## src/rtl/qesr_cfg.svh

```systemverilog
`ifndef QESR_CFG_SVH
`define QESR_CFG_SVH

// ----------------------------------------------------------------
// register offsets
// ----------------------------------------------------------------
`define QESR_OFF_EVT_BASE  12'h100
`define QESR_EVT_STRIDE    12'h004
`define QESR_OFF_HALTED    12'h110
`define QESR_OFF_LINKS     12'h200
`define QESR_OFF_EN_SET    12'h304
`define QESR_OFF_EN_CLR    12'h308
`define QESR_OFF_STATUS    12'h30c
`define QESR_OFF_STAT_CLR  12'h310

// ----------------------------------------------------------------
// widths, reset values, responses
// ----------------------------------------------------------------
`define QESR_ADDR_W        12
`define QESR_NUM_EVT       5
`define QESR_NUM_LINK      7
`define QESR_RST_WORD      32'h0000_0000
`define QESR_RESP_OKAY     2'h0
`define QESR_RESP_SLVERR   2'h2

`endif

```

## src/rtl/qesr_pkg.sv

```systemverilog
package qesr_pkg;

    // bit 0 = sample ready ... bit 4 = halted
    typedef struct packed {
        logic halted;
        logic double_ready;
        logic accumulator_overflow;
        logic report_ready;
        logic sample_ready;
    } qesr_evt_type;

    // bit 0 = field A ... bit 6 = field G
    typedef struct packed {
        logic sample_read_clear;
        logic double_stop;
        logic double_read_clear_dbl;
        logic report_stop;
        logic report_alt_read_clear;
        logic sample_stop;
        logic report_read_clear;
    } qesr_link_type;

    typedef struct packed {
        logic read_clear_accumulator;
        logic alt_read_clear_accumulator;
        logic read_clear_double_accumulator;
        logic stop;
    } qesr_task_type;

endpackage

```

## src/rtl/qesr_regs.sv

```systemverilog
// What this block does
// - halted event sets a flag readable at 0x110, 1 once raised
// - shortcut register at 0x200, one enable bit per link, resets to zero
// - field A: report ready fires read-and-clear accumulator task
// - field B: sample ready fires stop task
// - field C: report ready fires alternate read-and-clear task
// - field D: report ready fires stop task
// - field E: double ready fires read-and-clear double accumulator task
// - field F: double ready fires stop task
// - field G: sample ready fires read-and-clear accumulator task
// - writing 1 to enable-set enables that interrupt; 0 leaves it
// - enable bits: A sample, B report, C overflow, D double, E halted
// - enable-set reads current enables; all reset disabled
// - report ready only at period end with motion accumulator nonzero
// - double ready only at period end with double accumulator nonzero
// - writing 1 to enable-clear disables; it reads like enable-set
// - sample ready raised for each new sample written
`timescale 1ns/1ps
`default_nettype none
`include "qesr_cfg.svh"

module qesr_regs
    import qesr_pkg::*;
(
    // clock and reset
    input  wire logic                    mclk,
    input  wire logic                    rst,
    // axi4-lite write address
    input  wire logic [`QESR_ADDR_W-1:0] s_awaddr,
    input  wire logic                    s_awvalid,
    output logic                         s_awready,
    // axi4-lite write data
    input  wire logic [31:0]             s_wdata,
    input  wire logic [3:0]              s_wstrb,
    input  wire logic                    s_wvalid,
    output logic                         s_wready,
    // axi4-lite write response
    output logic [1:0]                   s_bresp,
    output logic                         s_bvalid,
    input  wire logic                    s_bready,
    // axi4-lite read
    input  wire logic [`QESR_ADDR_W-1:0] s_araddr,
    input  wire logic                    s_arvalid,
    output logic                         s_arready,
    output logic [31:0]                  s_rdata,
    output logic [1:0]                   s_rresp,
    output logic                         s_rvalid,
    input  wire logic                    s_rready,
    // decoder datapath status
    input  wire logic                    sample_written,
    input  wire logic                    period_done,
    input  wire logic                    acc_nonzero,
    input  wire logic                    dbl_nonzero,
    input  wire logic                    acc_overflow,
    input  wire logic                    decoder_halted,
    // events and tasks to the decoder
    output qesr_evt_type                 evt_pulse,
    output qesr_task_type                task_pulse,
    output logic                         irq
);

    // ----------------------------------------------------------------
    // decode helpers
    // ----------------------------------------------------------------
    function automatic logic [`QESR_ADDR_W-1:0] evt_off(input int i);
        return `QESR_OFF_EVT_BASE + `QESR_EVT_STRIDE * (`QESR_ADDR_W)'(i);
    endfunction

    function automatic logic is_mapped(input logic [`QESR_ADDR_W-1:0] a);
        logic hit;
        hit = 1'b0;
        for (int i = 0; i < `QESR_NUM_EVT; i++)
        begin
            if (a == evt_off(i))
                hit = 1'b1;
        end
        if (a == `QESR_OFF_LINKS || a == `QESR_OFF_EN_SET || a == `QESR_OFF_EN_CLR ||
            a == `QESR_OFF_STATUS || a == `QESR_OFF_STAT_CLR)
            hit = 1'b1;
        return hit;
    endfunction

    // ----------------------------------------------------------------
    // state
    // ----------------------------------------------------------------
    qesr_evt_type             flags_q;
    qesr_evt_type             en_q;
    qesr_link_type            links_q;
    qesr_evt_type             evt_q;
    qesr_task_type            task_q;
    qesr_evt_type             evt_now;
    logic                     irq_q;
    logic [`QESR_ADDR_W-1:0]  awaddr_q;
    logic [31:0]              wdata_q;
    logic [3:0]               wstrb_q;
    logic                     aw_full_q;
    logic                     w_full_q;
    logic                     awready_q;
    logic                     wready_q;
    logic                     bvalid_q;
    logic [1:0]               bresp_q;
    logic                     arready_q;
    logic                     rvalid_q;
    logic [31:0]              rdata_q;
    logic [1:0]               rresp_q;
    logic                     do_wr;
    logic                     b_done;
    logic                     wr_lo;
    logic [31:0]              rd_word;

    assign do_wr  = aw_full_q & w_full_q & ~bvalid_q;
    assign b_done = bvalid_q & s_bready;
    assign wr_lo  = do_wr & wstrb_q[0];

    // ----------------------------------------------------------------
    // event generation
    // ----------------------------------------------------------------
    always_comb
    begin
        evt_now = '0;
        evt_now.sample_ready = sample_written;
        evt_now.report_ready = period_done & acc_nonzero;
        evt_now.accumulator_overflow = acc_overflow;
        evt_now.double_ready = period_done & dbl_nonzero;
        evt_now.halted = decoder_halted;
    end

    always_ff @(posedge mclk)
    begin
        if (rst)
            evt_q <= '0;
        else
            evt_q <= evt_now;
    end

    // ----------------------------------------------------------------
    // shortcuts from events to tasks
    // ----------------------------------------------------------------
    always_ff @(posedge mclk)
    begin
        if (rst)
            task_q <= '0;
        else
        begin
            task_q.read_clear_accumulator <=
                (evt_now.report_ready & links_q.report_read_clear) |
                (evt_now.sample_ready & links_q.sample_read_clear);
            task_q.alt_read_clear_accumulator <=
                evt_now.report_ready & links_q.report_alt_read_clear;
            task_q.read_clear_double_accumulator <=
                evt_now.double_ready & links_q.double_read_clear_dbl;
            task_q.stop <= (evt_now.sample_ready & links_q.sample_stop) |
                           (evt_now.report_ready & links_q.report_stop) |
                           (evt_now.double_ready & links_q.double_stop);
        end
    end

    // ----------------------------------------------------------------
    // event flags
    // ----------------------------------------------------------------
    always_ff @(posedge mclk)
    begin
        if (rst)
            flags_q <= '0;
        else
        begin
            for (int i = 0; i < `QESR_NUM_EVT; i++)
            begin
                // flag set wins over software clear
                if (wr_lo && awaddr_q == evt_off(i))
                    flags_q[i] <= wdata_q[0] | evt_now[i];
                else if (wr_lo && awaddr_q == `QESR_OFF_STAT_CLR)
                    flags_q[i] <= (flags_q[i] & ~wdata_q[i]) | evt_now[i];
                else
                    flags_q[i] <= flags_q[i] | evt_now[i];
            end
        end
    end

    // ----------------------------------------------------------------
    // shortcut and interrupt enable registers
    // ----------------------------------------------------------------
    always_ff @(posedge mclk)
    begin
        if (rst)
            links_q <= '0;
        else if (wr_lo && awaddr_q == `QESR_OFF_LINKS)
            links_q <= wdata_q[`QESR_NUM_LINK-1:0];
    end

    always_ff @(posedge mclk)
    begin
        if (rst)
            en_q <= '0;
        else if (wr_lo && awaddr_q == `QESR_OFF_EN_SET)
            en_q <= en_q | wdata_q[`QESR_NUM_EVT-1:0];
        else if (wr_lo && awaddr_q == `QESR_OFF_EN_CLR)
            en_q <= en_q & ~wdata_q[`QESR_NUM_EVT-1:0];
    end

    always_ff @(posedge mclk)
    begin
        if (rst)
            irq_q <= 1'b0;
        else
            irq_q <= |(flags_q & en_q);
    end

    // ----------------------------------------------------------------
    // axi4-lite write channels
    // ----------------------------------------------------------------
    always_ff @(posedge mclk)
    begin
        if (rst)
        begin
            aw_full_q <= 1'b0;
            awready_q <= 1'b0;
            awaddr_q  <= '0;
        end
        else if (s_awvalid && awready_q)
        begin
            aw_full_q <= 1'b1;
            awready_q <= 1'b0;
            awaddr_q  <= s_awaddr;
        end
        else if (b_done)
        begin
            aw_full_q <= 1'b0;
            awready_q <= 1'b1;
        end
        else
            awready_q <= ~aw_full_q;
    end

    always_ff @(posedge mclk)
    begin
        if (rst)
        begin
            w_full_q <= 1'b0;
            wready_q <= 1'b0;
            wdata_q  <= `QESR_RST_WORD;
            wstrb_q  <= '0;
        end
        else if (s_wvalid && wready_q)
        begin
            w_full_q <= 1'b1;
            wready_q <= 1'b0;
            wdata_q  <= s_wdata;
            wstrb_q  <= s_wstrb;
        end
        else if (b_done)
        begin
            w_full_q <= 1'b0;
            wready_q <= 1'b1;
        end
        else
            wready_q <= ~w_full_q;
    end

    always_ff @(posedge mclk)
    begin
        if (rst)
        begin
            bvalid_q <= 1'b0;
            bresp_q  <= `QESR_RESP_OKAY;
        end
        else if (do_wr)
        begin
            bvalid_q <= 1'b1;
            bresp_q  <= is_mapped(awaddr_q) ? `QESR_RESP_OKAY : `QESR_RESP_SLVERR;
        end
        else if (b_done)
            bvalid_q <= 1'b0;
    end

    // ----------------------------------------------------------------
    // axi4-lite read channel
    // ----------------------------------------------------------------
    always_comb
    begin
        rd_word = `QESR_RST_WORD;
        for (int i = 0; i < `QESR_NUM_EVT; i++)
        begin
            if (s_araddr == evt_off(i))
                rd_word[0] = flags_q[i];
        end
        case (s_araddr)
            `QESR_OFF_LINKS:  rd_word[`QESR_NUM_LINK-1:0] = links_q;
            `QESR_OFF_EN_SET: rd_word[`QESR_NUM_EVT-1:0] = en_q;
            `QESR_OFF_EN_CLR: rd_word[`QESR_NUM_EVT-1:0] = en_q;
            `QESR_OFF_STATUS: rd_word[`QESR_NUM_EVT-1:0] = flags_q;
            default:          rd_word = rd_word;
        endcase
    end

    always_ff @(posedge mclk)
    begin
        if (rst)
        begin
            arready_q <= 1'b0;
            rvalid_q  <= 1'b0;
            rdata_q   <= `QESR_RST_WORD;
            rresp_q   <= `QESR_RESP_OKAY;
        end
        else if (s_arvalid && arready_q)
        begin
            arready_q <= 1'b0;
            rvalid_q  <= 1'b1;
            rdata_q   <= rd_word;
            rresp_q   <= is_mapped(s_araddr) ? `QESR_RESP_OKAY : `QESR_RESP_SLVERR;
        end
        else if (rvalid_q && s_rready)
        begin
            rvalid_q  <= 1'b0;
            arready_q <= 1'b1;
        end
        else
            arready_q <= ~rvalid_q;
    end

    assign s_awready  = awready_q;
    assign s_wready   = wready_q;
    assign s_bvalid   = bvalid_q;
    assign s_bresp    = bresp_q;
    assign s_arready  = arready_q;
    assign s_rvalid   = rvalid_q;
    assign s_rdata    = rdata_q;
    assign s_rresp    = rresp_q;
    assign evt_pulse  = evt_q;
    assign task_pulse = task_q;
    assign irq        = irq_q;
endmodule

`default_nettype wire

```

## config.mk

```make
export PLATFORM = sky130hd
export DESIGN_NAME = qesr_regs
export DESIGN_NICKNAME = d
export VERILOG_FILES = /design/src/rtl/qesr_pkg.sv /design/src/rtl/qesr_regs.sv
export VERILOG_INCLUDE_DIRS = /design/src /design/src/rtl
export SDC_FILE = /design/constraint.sdc
export NUM_CORES = 1
export LEC_CHECK = 0
export BUFFER_PORTS_ARGS = -buffer_cell sky130_fd_sc_hd__buf_2
export CAP_MARGIN = 10
export CORE_MARGIN = 4
export CORE_UTILIZATION = 52
export DETAILED_ROUTE_END_ITERATION = 10
export MAX_ROUTING_LAYER = met4
export PLACE_DENSITY = 0.83
export SLEW_MARGIN = 20
export SYNTH_ARGS = -nofsm -noshare
export SYNTH_HDL_FRONTEND = slang
export SYNTH_SLANG_ARGS = --single-unit
```

## constraint.sdc

```tcl
create_clock -name mclk -period 4.5 [get_ports mclk]
set_input_delay 0.9 -clock mclk [delete_from_list [all_inputs] [get_ports mclk]]
set_output_delay 0.9 -clock mclk [all_outputs]
set_load 0.005 [all_outputs]
```

After elaboration in Yosys (flattened, before gate mapping)
Index checks and enable logic that the tools add are counted. W data, S select, Z words.

Register bits: 65. Latch bits: 0. Memory bits (writable): 0. Memory bits (read-only): 0. Input bits: 73. Output and inout bits: 51. Memories kept: 0.

Add/subtract/negate cells: 0. Multiply operators: 0. Div/mod/pow operators: 0. Magnitude comparators: 0. Eq/ne operators: 20. Shift-type cells: 0. Mux-type cells: 46. Bitwise gates (word level): 49. Reductions and logical operators: 31.

Operators with widths (count): $eq A12 B10 Y1 const B (10); $eq A12 B9 Y1 const B (10); $mux W1 (40); $and A1 B1 Y1 (18); $or A1 B1 Y1 (18); $pmux W5 S3 (1); $logic_and A1 B1 Y1 (13); $and A5 B5 Y5 (2); $mux W5 (2); $reduce_bool A2 Y1 (5); $not A1 Y1 (9); $logic_or A1 B1 Y1 (8); $reduce_or A2 Y1 (4); $mux W2 (3); $not A5 Y5 (1); $or A5 B5 Y5 (1); $reduce_or A5 Y1 (1).

Depth between registers and ports, before layout
Depth in word-level cells: 10. Gate-level depth with buffers: 6.

Worst setup path before layout
OpenSTA, ideal clock, no wires.

Path kind: input port to flip-flop. Start: input s_araddr[0]. End: register rdata_q[1] (netlist: s_rdata[1]). Setup time: 0.060 ns. Data arrival time: 2.342 ns. Required time: 4.440 ns. Slack: 2.098 ns. Stages on the path: 5. Cell sequence: or4_4 or4_4 buf_6 a211oi_2 a221o_1.

Cells in the longest elaborated chain, start to end: 3. Elaborated cells between the ends (all ways): 6.

Ends and longest elaborated chain: start, declared (RTL line qesr_regs.sv:42) `` input wire logic [`QESR_ADDR_W-1:0] s_araddr, ``; $eq A12 B10 Y1 (RTL line qesr_regs.sv:287) `case (s_araddr)`; $reduce_or A2 Y1 (no source line); $pmux W5 S3 (*) (RTL line qesr_regs.sv:287); end signal, assigned (RTL line qesr_regs.sv:302) `` rdata_q <= `QESR_RST_WORD; ``; end signal, assigned (RTL line qesr_regs.sv:309) `rdata_q <= rd_word;`; end, declared (RTL line qesr_regs.sv:104) `logic [31:0] rdata_q;`.

Every way passes the cells marked *; elsewhere a longest branch is shown, timed or not. A chain may end at the register's enable or synchronous reset.

Worst setup path after layout
Same ends and word-level chain as after synthesis.

==> impl_summary.txt <==
----------------------------------------------------
[Run status]
  Outcome ... finished, final reports clean

[Timing]
  Max Clock Skew ... 0.00684 ns
  Number of hold-slack violations in the final timing report ... 0
  Post-route minimum period ... 2.18 ns
  Max-slew violation total from the final report ... 0
  Setup total negative slack ... 0 ns
  Worst-margin pin slew ... 0.667 ns
  Setup repair after global routing missed its margin ... no
  Setup violators final ... 0
  Relative slew slack ... 55.2%
  Max Clk Rate ... 459 MHz
  Final clock period utilization by the worst path ... 48.4%
  Hold_ws ... 0.455 ns

[Logic synthesis]
  Most used standard cell by instance count after synthesis ... sky130_fd_sc_hd__dfxtp_1
  Unique masters post-synth ... 47
  Number of synthesized flops with an enable pin ... 0
  Synth async-reset ratio ... 0%
  Synthesized cell area ... 3010 µm²
  Top area cells in the synthesized netlist ... sky130_fd_sc_hd__dfxtp_1, sky130_fd_sc_hd__buf_4, sky130_fd_sc_hd__a21oi_1, sky130_fd_sc_hd__nand2_1, sky130_fd_sc_hd__nand3_1
  Yosys top cell by area ... sky130_fd_sc_hd__dfxtp_1
  Post-synthesis instance total ... 367
  Commonest cells post-synth ... sky130_fd_sc_hd__dfxtp_1, sky130_fd_sc_hd__nand2_1, sky130_fd_sc_hd__a21oi_1
  Number of synthesized register bits ... 63
  Most used flip-flop cell after synthesis ... sky130_fd_sc_hd__dfxtp_1
  Yosys warning count ... 0
  Part of the Yosys area used for sequential elements ... 41.9%
  Area fraction of the dominant cell type after synthesis ... 41.9%
  Avg Synthesized Cell Area ... 8.19 µm²

[GRT]
  Antenna violations before repair ... 0
  Pin count of the biggest net entering global routing ... 56
  Wire length of the first global-routing pass ... 11.2 mm
  Total routing resource utilization after global routing ... 19.7%
  Overall overflow remaining after global route ... 0
  Number of global-route vias before repair ... 2468

[CTS]
  Deepest level of the CTS H-tree ... 3
  Clock Pin Slew Worst Setup and Hold Paths ... 0.07 ns
  Hold-fix buffer count after cts ... 0
  Maximum count of clock buffers along a single path ... 2
  Count of cells resized by post-cts repair ... 0
  TritonCTS clock tree ... yes
  Clock root buffer ... sky130_fd_sc_hd__clkbuf_8
  Count of buffers added by post-CTS timing repair for setup ... 0
  Clock latency at the later pin of the worst-skew pair ... 0.33 ns
  Total clock sinks ... 63
  Clock buffers created by TritonCTS ... 9

[Setup path]
  Startpoint-to-endpoint class of the critical path ... in -> reg
  Most used cell along the critical path ... sky130_fd_sc_hd__or4_4
  Data arrival, critical path ... 2.46 ns
  Family of cells with the greatest summed delay on the critical path ... simple AND/OR/NAND/NOR gates
  Crit-path max FO ... 7
  Slowest cell on the critical path ... sky130_fd_sc_hd__or4_4
  Combined buffer and inverter count along the critical path ... 1
  Data required time of the critical path ... 4.78 ns
  Longest individual stage delay on the worst path ... 0.57 ns
  Launching point of the worst reg2reg path ... awaddr_q[0]$_SDFFE_PP0P_
  Crit path capture type ... flop
  Setup crit start kind ... primary input
  Reg-to-reg setup timing slack ... 2.56 ns
  Worst reg2reg path depth ... 4
  Ordered list of cells on the worst path ... buf_2 > or4_4 > or4_4 > a211oi_2 > a221o_1

[Layout]
  Ant diodes ... 0
  Net count reported at finish ... 501
  Layout cell share with drive strength beyond 1 ... 21.5%
  Area Overhead vs Synth ... 15.5%

[Detailed routing]
  Avg Vias per Cell ... 5.39
  Pre-Repair DR Iteration Count ... 4
  Total wirelength of the detailed-routed design ... 6.80 mm
  Count of nets left with antenna violations after detail routing ... 0
  Routed wirelength normalized by instance count ... 13.5 µm
  Vias after detailed routing ... 2722
  Post-detailed-route DRC marker count ... 0
  Initial detailed-routing violation count ... 181

[Die]
  CORE AREA ... 5570 µm²
  Die height ... 84.0 µm
  Row cnt ... 27
  # IOs ... 124
  Die Span X ... 84.0 µm
  Area enclosed by the die boundary ... 7060 µm²
  Initial cell density of the core ... 53.9%

[Placement]
  HPWL after detailed placement ... 4.91 mm
  Routability Congestion ... 0.866
  Count of buffers inserted at the top-level ports ... 68

[Worst hold path]
  Worst min-delay path startpoint ... awaddr_q[1]$_SDFFE_PP0P_
  Hold Path Sink ... awaddr_q[1]$_SDFFE_PP0P_
  Worst hold path class ... reg -> reg
  Hold depth ... 2

[Job]
  Max capacitance violation total ... 0

[Power]
  Internal power ... 0.906 mW
  Share of power burned in registers ... 49.6%
  Power density normalized to cell area ... 347 nW/µm²
  Peak supply drop ... 0.279 mV
  Clock share of power ... 41.5%
  Comb pwr share ... 8.9%
  Power after layout ... 1.21 mW
  Static Leak ... 1.40 nW
  Sw Pwr ... 0.300 mW
  Net Sw Frac ... 24.9%

----------------------------------------------------
[cells in the final DEF, fill, tap and decap left out, types with 3 or more instances in the layout]
| cell | count |
|---|---|
| sky130_fd_sc_hd__o21ai_0 | 14 |
| sky130_fd_sc_hd__buf_2 | 68 |
| sky130_fd_sc_hd__nor2_1 | 14 |
| sky130_fd_sc_hd__a21oi_1 | 39 |
| sky130_fd_sc_hd__a211oi_2 | 3 |
| sky130_fd_sc_hd__a31oi_1 | 4 |
| sky130_fd_sc_hd__and4_1 | 3 |
| sky130_fd_sc_hd__o22ai_1 | 3 |
| sky130_fd_sc_hd__nand4_1 | 3 |
| sky130_fd_sc_hd__a22o_1 | 8 |
| sky130_fd_sc_hd__clkbuf_8 | 11 |
| sky130_fd_sc_hd__and2_1 | 10 |
| sky130_fd_sc_hd__inv_1 | 9 |
| sky130_fd_sc_hd__nand2b_1 | 7 |
| sky130_fd_sc_hd__dfxtp_1 | 63 |
| sky130_fd_sc_hd__nor2b_1 | 14 |
| sky130_fd_sc_hd__conb_1 | 27 |
| sky130_fd_sc_hd__nor4_1 | 3 |
| sky130_fd_sc_hd__nand2_1 | 51 |
| sky130_fd_sc_hd__nor3_1 | 8 |
| sky130_fd_sc_hd__a221o_1 | 5 |
| sky130_fd_sc_hd__nor3b_1 | 5 |
| sky130_fd_sc_hd__nand3_1 | 24 |
[power by group through the flow]
| stage | clock network [mW] | registers [mW] | logic [mW] |
|---|---|---|---|
| after floorplan | 0 | 0.603 | 0.0862 |
| after global placement | 0 | 0.609 | 0.104 |
| after detailed placement | 0 | 0.610 | 0.106 |
| after CTS | 0.509 | 0.598 | 0.107 |
| after global routing | 0.536 | 0.601 | 0.122 |
| final | 0.500 | 0.599 | 0.107 |
[sequential cells by signal, summed over array words and instances, names as in the netlist, 4 cells and up, named ones only]
name,count
awaddr_q,12
links_q,7
s_rdata,7
wdata_q,7
evt_pulse,5
flags_q,5
task_pulse,4
[through the flow]
step,std cells,util [%],area [µm²],worst slack (ns)
finish,505,62.3,3470,2.32
detailed placement,489,58.6,3260,1.98
global placement,489,58.6,3260,2.00
CTS,505,62.3,3470,2.33
floorplan,393,-,3100,2.10
global route,505,62.3,3470,2.17
[tightest hold or removal path, stage by stage (launching register included)]
cell and delay (ns):
sky130_fd_sc_hd__dfxtp_1 0.31, sky130_fd_sc_hd__nand2_1 0.05, sky130_fd_sc_hd__a21oi_1 0.05
[area by class of cell]
cell class	count	area (µm²)
sequential	63	1260
multi-input combinational	276	1530
tap	72	90.1
fill	509	2100
clock buffer	11	151
timing repair buffer	69	348
inverter	9	33.8
clock inverter	5	56.3
[worst max path at each step]
stage	startpoint	slack, ns	cells past startpoint	to
global route	s_araddr[8]	2.17	5	s_rdata[2]$_SDFFE_PP0P_
global placement	s_araddr[0]	2.00	5	s_rdata[1]$_SDFFE_PP0P_
detailed placement	s_araddr[0]	1.98	5	s_rdata[4]$_SDFFE_PP0P_
CTS	s_araddr[0]	2.33	5	s_rdata[1]$_SDFFE_PP0P_
finish	s_araddr[0]	2.32	5	s_rdata[1]$_SDFFE_PP0P_
floorplan	s_araddr[0]	2.10	5	s_rdata[1]$_SDFFE_PP0P_
[metal layers]
layer  track usage (%)  vias up  share of wire (%)
met5                 -        -                  0
met4              8.77        0                1.9
met3              5.33       15                7.2
met2              31.1      100                 47
met1              23.4     1236                 43
li1                  -     1371                  -
[kinds of logic after synthesis]
logic type / after synthesis / share of synthesized area [%]
AOI/OAI and AO/OA: 91 / 19.6
other: 1 / 0.125
buffers and inverters: 54 / 10.4
DFF: 63 / 41.9
and+or+nand+nor: 155 / 27.0
xor gates and xnor gates: 1 / 0.291
muxes: 2 / 0.666
Note: power is estimated with default switching activity, not from simulation.
